**src/logic/e3r_regs.svh**
```systemverilog
// register offsets, field positions, reset values and frame counts of the e3 receive alarm block
// assumes an 8-bit register port with printed byte offsets
`ifndef E3R_REGS_SVH
`define E3R_REGS_SVH

// register offsets
`define E3R_OFF_CFG_ONE 8'h10
`define E3R_OFF_CFG_TWO 8'h11
`define E3R_OFF_EN_ONE 8'h12
`define E3R_OFF_EN_TWO 8'h13
`define E3R_OFF_IST_ONE 8'h14
`define E3R_OFF_IST_TWO 8'h15
`define E3R_OFF_CLR_ONE 8'h16
`define E3R_OFF_CLR_TWO 8'h17
`define E3R_OFF_MODE 8'h18

// configuration one fields
`define E3R_CFG1_FAR_SEL 4
`define E3R_CFG1_MARK_SEL 3
`define E3R_CFG1_WMASK 8'h1F
// configuration two fields
`define E3R_CFG2_LOF_SEL 7
`define E3R_CFG2_AIS 3
`define E3R_CFG2_UNSTAB 2
`define E3R_CFG2_MARK 1
`define E3R_CFG2_FAR 0
// mode register fields
`define E3R_MODE_REV1995 0

// interrupt bit positions, first group
`define E3R_I1_SSM_MSG 6
`define E3R_I1_SSM_OOS 5
`define E3R_I1_ALIGN 4
`define E3R_I1_OOF 3
`define E3R_I1_LOF 2
`define E3R_I1_LOS 1
`define E3R_I1_AIS 0
// interrupt bit positions, second group
`define E3R_I2_TTB 6
`define E3R_I2_LAPD 5
`define E3R_I2_FAR_BLOCK_ERROR 4
`define E3R_I2_FAR 3
`define E3R_I2_BIP8 2
`define E3R_I2_FRAMING 1
`define E3R_I2_PLD_MIS 0
`define E3R_EN_WMASK 8'h7F
`define E3R_SSM_MASK 8'h60

// reset values
`define E3R_RST_ZERO 8'h00
`define E3R_RST_FLAG 1'b1

// frame counts
`define E3R_AIS_FRAMES 2
`define E3R_AIS_ZEROS 7
`define E3R_CNT_SHORT 3
`define E3R_CNT_LONG 5
`define E3R_PLD_FRAMES 5

`endif

```
**src/logic/e3r_pkg.sv**
```systemverilog
// types shared by the e3 receive alarm block
// assumes e3r_regs.svh supplies the numeric constants
package e3r_pkg;
  typedef logic [7:0] e3r_byte_type;
  typedef logic [2:0] e3r_pld_type;
  typedef enum logic [2:0] {
    E3R_RUN_NONE = 3'h0,
    E3R_RUN_ONE = 3'h1,
    E3R_RUN_TWO = 3'h2,
    E3R_RUN_THREE = 3'h3,
    E3R_RUN_FOUR = 3'h4,
    E3R_RUN_FIVE = 3'h5
  } e3r_run_type;
endpackage

```
**src/logic/e3r_alarm.sv**
```systemverilog
// e3 receive alarm detection, status, interrupt enables and register port for one channel
// assumes frame_stb pulses once per received frame with the maintenance byte fields and zero count valid,
// and that framer event inputs are one-cycle pulses in this clock domain
`timescale 1ns/100ps
`include "e3r_regs.svh"
// How it works
// - two consecutive frames each holding under seven zeros declare the alarm indication
// - alarm indication status bit shows 1 while declared, 0 when absent
// - payload unstable bit is 1 if payload kind changed over last 5 frames
// - marker status shows the last value validated by consecutive consistent frames
// - marker validation needs 3 frames when select is 0, else 5
// - far failure declared after 3 or 5 consecutive frames with failure bit 1
// - far failure negated after the same count of frames with failure bit 0
// - far failure select 0 uses 3 frames, select 1 uses 5
// - far failure status bit reads 1 while declared, else 0
// - first enable register holds seven interrupt enables, 1 enables
// - in the 1995 framing revision both sync status message enables are ignored
// - second enable register holds trail trace, block error, failure, bip, framing, mismatch
// - bit 5 of second enable register is a writable message frame enable
module e3r_alarm #(
  parameter int ZERO_W = 13
) (
  input wire logic clk,
  input wire logic rst,
  input wire logic [7:0] addr,
  input wire e3r_pkg::e3r_byte_type wr_data,
  input wire logic wr_stb,
  input wire logic rd_stb,
  output e3r_pkg::e3r_byte_type rd_data,
  input wire logic frame_stb,
  input wire logic [ZERO_W-1:0] frame_zeros,
  input wire e3r_pkg::e3r_pld_type maintenance_byte_pld,
  input wire logic maintenance_byte_marker,
  input wire logic maintenance_byte_far,
  input wire logic lof_state,
  input wire logic oof_state,
  input wire logic los_state,
  input wire logic sync_status_message_change,
  input wire logic sync_status_message_oos_change,
  input wire logic alignment_change,
  input wire logic oof_change,
  input wire logic lof_change,
  input wire logic los_change,
  input wire logic trail_trace_buffer_change,
  input wire logic lapd_message,
  input wire logic far_block_error,
  input wire logic bip8_error,
  input wire logic framing_byte_error,
  output logic alarm_indication_flag,
  output logic payload_kind_unstable_flag,
  output logic validated_marker_flag,
  output logic far_failure_flag,
  output logic irq
);
  import e3r_pkg::*;

  // frame-side state
  logic [1:0] ais_run_q, ais_run_d;
  logic ais_q, ais_d;
  e3r_pld_type pld_q, pld_d;
  e3r_pld_type hist_q [0:3];
  e3r_pld_type hist_d [0:3];
  logic [2:0] hist_cnt_q, hist_cnt_d;
  logic unstab_q, unstab_d;
  logic low_zero;
  logic pld_mis_evt;
  logic far_now, far_prev_q;
  logic marker_now;

  // register-side state
  e3r_byte_type cfg1_q, cfg1_d;
  logic lof_sel_q, lof_sel_d;
  e3r_byte_type en1_q, en1_d;
  e3r_byte_type en2_q, en2_d;
  e3r_byte_type ist1_q, ist1_d;
  e3r_byte_type ist2_q, ist2_d;
  logic rev1995_q, rev1995_d;
  e3r_byte_type rd_q, rd_d;
  logic irq_q, irq_d;
  e3r_byte_type evt1, evt2, clr1, clr2, en1_eff;

  // alarm indication and payload stability per frame
  always_comb
  begin
    low_zero = frame_zeros < ZERO_W'(`E3R_AIS_ZEROS);
    ais_run_d = ais_run_q;
    ais_d = ais_q;
    pld_d = pld_q;
    hist_cnt_d = hist_cnt_q;
    unstab_d = unstab_q;
    pld_mis_evt = 1'b0;
    for (int i = 0; i < 4; i++)
      hist_d[i] = hist_q[i];
    if (frame_stb)
    begin
      pld_d = maintenance_byte_pld;
      pld_mis_evt = maintenance_byte_pld != cfg1_q[2:0];
      if (low_zero)
      begin
        ais_run_d = (ais_run_q == 2'(`E3R_AIS_FRAMES)) ? ais_run_q : ais_run_q + 2'h1;
        if (ais_run_d == 2'(`E3R_AIS_FRAMES))
          ais_d = 1'b1;
      end
      else
      begin
        ais_run_d = 2'h0;
        ais_d = 1'b0;
      end
      // unstable unless the current and four prior payload kinds all agree
      unstab_d = hist_cnt_q < 3'(`E3R_PLD_FRAMES - 1);
      for (int i = 0; i < 4; i++)
        if (hist_q[i] != maintenance_byte_pld)
          unstab_d = 1'b1;
      hist_d[0] = maintenance_byte_pld;
      for (int i = 1; i < 4; i++)
        hist_d[i] = hist_q[i-1];
      if (hist_cnt_q < 3'(`E3R_PLD_FRAMES - 1))
        hist_cnt_d = hist_cnt_q + 3'h1;
    end
  end

  // frame-side registers
  always_ff @(posedge clk or posedge rst)
  begin
    if (rst)
    begin
      ais_run_q <= 2'h0;
      ais_q <= `E3R_RST_FLAG;
      pld_q <= 3'h0;
      hist_cnt_q <= 3'h0;
      unstab_q <= `E3R_RST_FLAG;
      far_prev_q <= `E3R_RST_FLAG;
      for (int i = 0; i < 4; i++)
        hist_q[i] <= 3'h0;
    end
    else
    begin
      ais_run_q <= ais_run_d;
      ais_q <= ais_d;
      pld_q <= pld_d;
      hist_cnt_q <= hist_cnt_d;
      unstab_q <= unstab_d;
      far_prev_q <= far_now;
      for (int i = 0; i < 4; i++)
        hist_q[i] <= hist_d[i];
    end
  end

  // far failure declare and negate filter
  e3r_persist #(.RESET_VAL(`E3R_RST_FLAG)) u_far (
    .clk(clk),
    .rst(rst),
    .frame_stb(frame_stb),
    .sample(maintenance_byte_far),
    .long_sel(cfg1_q[`E3R_CFG1_FAR_SEL]),
    .flag(far_now)
  );

  // timing marker validation filter
  e3r_persist #(.RESET_VAL(`E3R_RST_FLAG)) u_mark (
    .clk(clk),
    .rst(rst),
    .frame_stb(frame_stb),
    .sample(maintenance_byte_marker),
    .long_sel(cfg1_q[`E3R_CFG1_MARK_SEL]),
    .flag(marker_now)
  );

  // register writes, sticky interrupt status and read data
  always_comb
  begin
    cfg1_d = cfg1_q;
    lof_sel_d = lof_sel_q;
    en1_d = en1_q;
    en2_d = en2_q;
    rev1995_d = rev1995_q;
    clr1 = 8'h00;
    clr2 = 8'h00;
    rd_d = 8'h00;
    if (wr_stb)
    begin
      case (addr)
        `E3R_OFF_CFG_ONE: cfg1_d = (cfg1_q & ~`E3R_CFG1_WMASK) | (wr_data & `E3R_CFG1_WMASK);
        `E3R_OFF_CFG_TWO: lof_sel_d = wr_data[`E3R_CFG2_LOF_SEL];
        `E3R_OFF_EN_ONE: en1_d = wr_data & `E3R_EN_WMASK;
        `E3R_OFF_EN_TWO: en2_d = wr_data & `E3R_EN_WMASK;
        `E3R_OFF_CLR_ONE: clr1 = wr_data;
        `E3R_OFF_CLR_TWO: clr2 = wr_data;
        `E3R_OFF_MODE: rev1995_d = wr_data[`E3R_MODE_REV1995];
        default: ;
      endcase
    end
    // received payload kind shows in the top bits of configuration one
    cfg1_d[7:5] = pld_d;
    evt1 = {1'b0, sync_status_message_change, sync_status_message_oos_change, alignment_change,
            oof_change, lof_change, los_change, ais_d != ais_q};
    evt2 = {1'b0, trail_trace_buffer_change, lapd_message, far_block_error,
            far_now != far_prev_q, bip8_error, framing_byte_error, pld_mis_evt};
    // a new event outweighs a clear in the same cycle
    ist1_d = (ist1_q & ~clr1) | evt1;
    ist2_d = (ist2_q & ~clr2) | evt2;
    en1_eff = rev1995_q ? (en1_q & ~`E3R_SSM_MASK) : en1_q;
    irq_d = |(ist1_d & en1_eff) | |(ist2_d & en2_q);
    if (rd_stb)
    begin
      case (addr)
        `E3R_OFF_CFG_ONE: rd_d = cfg1_q;
        `E3R_OFF_CFG_TWO: rd_d = {lof_sel_q, lof_state, oof_state, los_state,
                                  ais_q, unstab_q, marker_now, far_now};
        `E3R_OFF_EN_ONE: rd_d = en1_q;
        `E3R_OFF_EN_TWO: rd_d = en2_q;
        `E3R_OFF_IST_ONE: rd_d = ist1_q;
        `E3R_OFF_IST_TWO: rd_d = ist2_q;
        `E3R_OFF_MODE: rd_d = {7'h00, rev1995_q};
        default: rd_d = 8'h00;
      endcase
    end
  end

  // register-side flip-flops
  always_ff @(posedge clk or posedge rst)
  begin
    if (rst)
    begin
      cfg1_q <= `E3R_RST_ZERO;
      lof_sel_q <= 1'b0;
      en1_q <= `E3R_RST_ZERO;
      en2_q <= `E3R_RST_ZERO;
      ist1_q <= `E3R_RST_ZERO;
      ist2_q <= `E3R_RST_ZERO;
      rev1995_q <= 1'b0;
      rd_q <= `E3R_RST_ZERO;
      irq_q <= 1'b0;
    end
    else
    begin
      cfg1_q <= cfg1_d;
      lof_sel_q <= lof_sel_d;
      en1_q <= en1_d;
      en2_q <= en2_d;
      ist1_q <= ist1_d;
      ist2_q <= ist2_d;
      rev1995_q <= rev1995_d;
      rd_q <= rd_d;
      irq_q <= irq_d;
    end
  end

  assign rd_data = rd_q;
  assign alarm_indication_flag = ais_q;
  assign payload_kind_unstable_flag = unstab_q;
  assign validated_marker_flag = marker_now;
  assign far_failure_flag = far_now;
  assign irq = irq_q;
endmodule

```
**src/logic/e3r_persist.sv**
```systemverilog
// consecutive-frame filter: output takes a bit value once it held for 3 or 5 frames
// assumes frame_stb is a one-cycle pulse per received frame, sample valid with it
`timescale 1ns/100ps
`include "e3r_regs.svh"
module e3r_persist #(
  parameter logic RESET_VAL = 1'b1
) (
  input wire logic clk,
  input wire logic rst,
  input wire logic frame_stb,
  input wire logic sample,
  input wire logic long_sel,
  output logic flag
);
  import e3r_pkg::*;

  logic last_q, last_d;
  e3r_run_type run_q, run_d;
  logic flag_q, flag_d;
  logic [2:0] need;

  // run length of identical samples, output follows once the run is long enough
  always_comb
  begin
    need = long_sel ? 3'(`E3R_CNT_LONG) : 3'(`E3R_CNT_SHORT);
    last_d = last_q;
    run_d = run_q;
    flag_d = flag_q;
    if (frame_stb)
    begin
      last_d = sample;
      if (sample == last_q && run_q != E3R_RUN_NONE)
        run_d = (run_q == E3R_RUN_FIVE) ? E3R_RUN_FIVE : e3r_run_type'(run_q + 3'h1);
      else
        run_d = E3R_RUN_ONE;
      if (run_d >= need)
        flag_d = sample;
    end
  end

  // registers of the filter
  always_ff @(posedge clk or posedge rst)
  begin
    if (rst)
    begin
      last_q <= 1'b0;
      run_q <= E3R_RUN_NONE;
      flag_q <= RESET_VAL;
    end
    else
    begin
      last_q <= last_d;
      run_q <= run_d;
      flag_q <= flag_d;
    end
  end

  assign flag = flag_q;
endmodule

```
**config.mk**
```make
export PLATFORM = sky130hd
export DESIGN_NAME = e3r_alarm
export DESIGN_NICKNAME = d
export VERILOG_FILES = /design/src/logic/e3r_pkg.sv /design/src/logic/e3r_alarm.sv /design/src/logic/e3r_persist.sv
export VERILOG_INCLUDE_DIRS = /design/src /design/src/logic
export SDC_FILE = /design/constraint.sdc
export NUM_CORES = 1
export LEC_CHECK = 0
export BUFFER_PORTS_ARGS = -buffer_cell sky130_fd_sc_hd__buf_4
export CAP_MARGIN = 10
export CORE_MARGIN = 2
export CORE_UTILIZATION = 50
export CTS_CLUSTER_SIZE = 12
export DETAILED_ROUTE_END_ITERATION = 6
export PLACE_DENSITY = 0.83
export SLEW_MARGIN = 30
export SYNTH_ARGS = -nofsm -noshare
export SYNTH_HDL_FRONTEND = slang
export SYNTH_HIERARCHICAL = 1
export SYNTH_SLANG_ARGS = --single-unit
```
**constraint.sdc**
```tcl
create_clock -name clk -period 3.6 [get_ports clk]
set_clock_uncertainty 0.2 [all_clocks]
set_input_delay 0.9 -clock clk [delete_from_list [all_inputs] [get_ports clk]]
set_output_delay 0.9 -clock clk [all_outputs]
set_load 0.005 [all_outputs]
```
==> run summary <==
Hold_buf cts: 0
Yosys warning count: 6
Final core utilization: 0.635
Syn Nets: 402
CTS tree: yes
Synth Cell Area: 3790 um2
Fraction of layout cells with a size suffix above 1: 0.312
Vias: 3010
GPL Wtd Cong: 0.904
F_max: 358 MHz
Comb power frac: 0.182
Dpl cells: 506
Max FO, Critical Path: 10
Clock network power share: 0.324
Post-synthesis average cell area: 11.0 um2
H-tree depth: 3
Routed wire per std cell: 16.8 um
Die ar.: 8290 um2
IO Port Bufs: 65
RSZ-0062 raised after global routing: no
Area growth syn-to-layout: 22.2%
Resized cells post-CTS: 0
Total negative slack: 0 ns
WHS Path Cells: 0
Worst r2r dst: irq
Post CTS Setup Buffer Count: 0
Worst r2r src: ais_run_q[0]
Starting Density: 0.519
DP Worst Slack: 0.430 ns
Vias in the first global route: 3013
Worst Reg-to-Reg Cells: 7
Req. time, crit path: 3.62 ns
1st-pass router iterations: 4
Worst endpoint data arrival time: 2.81 ns
Aggregate global routing overflow: 0
Slew headroom: 0.451
Post-DP Area: 4410 um2
Min-delay src: u_far/flag
Sw Share: 0.268
Clk_lat worst skew: 0.35 ns
Seq cells post-synth: 76
Crit share post-route: 0.776
Remaining antenna violation count: 0
Final wirelength: 8760 um
Clock sink total: 76
Global-route wire length before repair: 14200 um
Post-Syn Instances: 343
WHS Endpoint: far_prev_q
Final hold vios: 0
Flop pwr share: 0.494
Cell-internal power: 1570 uW
Final Critical Period: 2.79 ns
Root buffer cell: clkbuf_8
Static leakage: 0.00205 uW
Worst setup EP type: flop
Die Ht: 91.0 um
R2R setup slack: 1.41 ns
Number of I/O pins: 66
PwrDens: 464 nW/um2
Total global-route track usage: 0.216
Die X-Extent: 91.0 um
Startpoint Class: input pin
Worst Tran Pin Value: 0.818 ns
Core area: 7290 um2
Switching pwr: 575 uW
HPWL after detailed placement: 6480 um
Final std cells w/o fill: 522
Cell Rows: 31
DRC: 0
CTS Buffer Depth: 2
Clock transition at the registers of the reported paths: 0.08 ns
Peak supply drop: 0.313 mV
Max_cap viols: 0
Slew Viols, Final: 0
Total CTS buffers: 9
Worst hold path class: flop to flop
Status: completed
Setup CP Type: input pin to flop
Setup WS post-layout: 0.806 ns
Finished Cell Area: 4630 um2
Endpoints failing setup: 0
# diodes: 0
Vias per inst: 5.77
Iteration-0 DRC Markers: 220
Fin nets: 477
Initial antenna violation count: 0
Largest net degree at the start of global routing: 38
Synth cell types: 53
Sequential share of the synthesized area: 0.504
[cell families (layout without fill, tap and decap cells)]
group           Yosys count  count (layout)  share of synthesized area
flops                    76              76                      0.504
buf+inv                  25             105                     0.0281
mux                      48              48                      0.140
fa+ha+maj                 6               6                     0.0198
xor+xnor                 11              11                     0.0254
simple gates             92              92                      0.131
compound gates           85              85                      0.151
[worst max path at each step]
| stage | startpoint | endpoint | slack [ns] |
|---|---|---|---|
| 3_3_place_gp | addr[5] | irq | 0.47 |
| 5_1_grt | addr[5] | irq | 0.63 |
| 2_1_floorplan | addr[5] | irq | 0.72 |
| 4_1_cts | addr[5] | irq | 0.82 |
| 6_report | addr[5] | irq | 0.81 |
| 3_5_place_dp | addr[5] | irq | 0.43 |
[layer usage]
layer	vias to the layer above	global-route usage	wire length [um]
li1	1409	-	-
met1	1468	0.291	3810
met2	115	0.337	4130
met3	18	0.0473	623
met4	0	0.0947	184
met5	-	0	0
[layout make-up]
cell class,instances,area [um2]
clock buffer,13,179
tap,99,124
sequential,76,1910
fill,596,2670
clock inverter,3,42.5
inverter,18,67.6
timing repair buffer,71,533
multi-input combinational,242,1770
[sequential cells by signal, indices dropped and copies added, names as in the netlist, 2 cells and up]
name / count
ais_run_q: 2
cfg1_q: 5
en1_q: 7
en2_q: 7
hist_cnt_q: 3
hist_q: 12
ist1_q: 8
ist2_q: 8
rd_data: 8
u_far/run_q: 3
u_mark/run_q: 3
[metrics by stage]
step / power, uW / hold WS, ns
2_1_floorplan: 1310 / 0.186
3_3_place_gp: 1440 / 0.208
3_5_place_dp: 1460 / 0.204
4_1_cts: 2160 / 0.216
5_1_grt: 2250 / 0.219
6_report: 2150 / 0.221
[layout by cell type (no fill, tap or decap), types with 3 or more instances in the layout]
master and count:
dfrtp_1 71, nand2b_1 4, nand2_1 29, and3_1 5
a22oi_1 10, nor2_1 24, nor2b_1 3, nor4_1 4
a31oi_1 4, ha_1 6, clkbuf_8 13, o21ai_0 14
a221oi_1 6, buf_4 71, or4_1 4, mux2_2 30
a21oi_1 16, a21o_1 12, mux2i_1 8, mux2_1 10
o21a_1 3, dfstp_2 5, o21ai_1 3, xor2_1 7
nand3_1 3, inv_1 17, nand4_1 5, xnor2_1 4
[power by group through the flow]
stage          clock network (uW)  registers (uW)  logic, uW
6_report                      695            1060        390
5_1_grt                       747            1070        432
4_1_cts                       709            1060        394
3_5_place_dp                    0            1070        387
3_3_place_gp                    0            1070        370
2_1_floorplan                   0            1040        264
[critical path: stages]
cell,delay [ns]
buf_4,0.11
or4b_4,0.59
nor3_4,0.49
a21oi_2,0.04
a311o_1,0.27
nor4_1,0.28
nand4_1,0.13
[cell usage after synthesis (all sizes together)]
library cell  count  area share
dfstp             5       0.035
or3b              1      0.0023
clkbuf            3      0.0030
a311o             1      0.0026
buf               4      0.0073
ha                6       0.020
o22ai             2      0.0033
o32a              1      0.0026
a22oi            10       0.020
and2              1      0.0017
nor2             24       0.024
dfrtp            71        0.47
xor2              7       0.016
o32ai             2      0.0046
nand2b            4      0.0066
o2111a            1      0.0030
or4               4      0.0079
o21a              3      0.0059
nand2            29       0.029
a221oi            6       0.014
xnor2             4      0.0092
a211oi            2      0.0040
or2               1      0.0017
mux2             40        0.12
nor4              6       0.016
o31ai             1      0.0020
nand3             3      0.0040
mux2i             8       0.021
and3              5      0.0083
nor4b             1      0.0023
nor2b             3      0.0050
nor3              3      0.0099
a222oi            1      0.0026
nand4             5      0.0083
inv              18       0.018
nand3b            1      0.0020
a21o             12       0.024
a21boi            3      0.0059
o21ai            17       0.022
or4b              1      0.0036
a21oi            18       0.026
a31oi             4      0.0066
a22o              1      0.0023
Note: power is estimated with default switching activity, not from simulation.
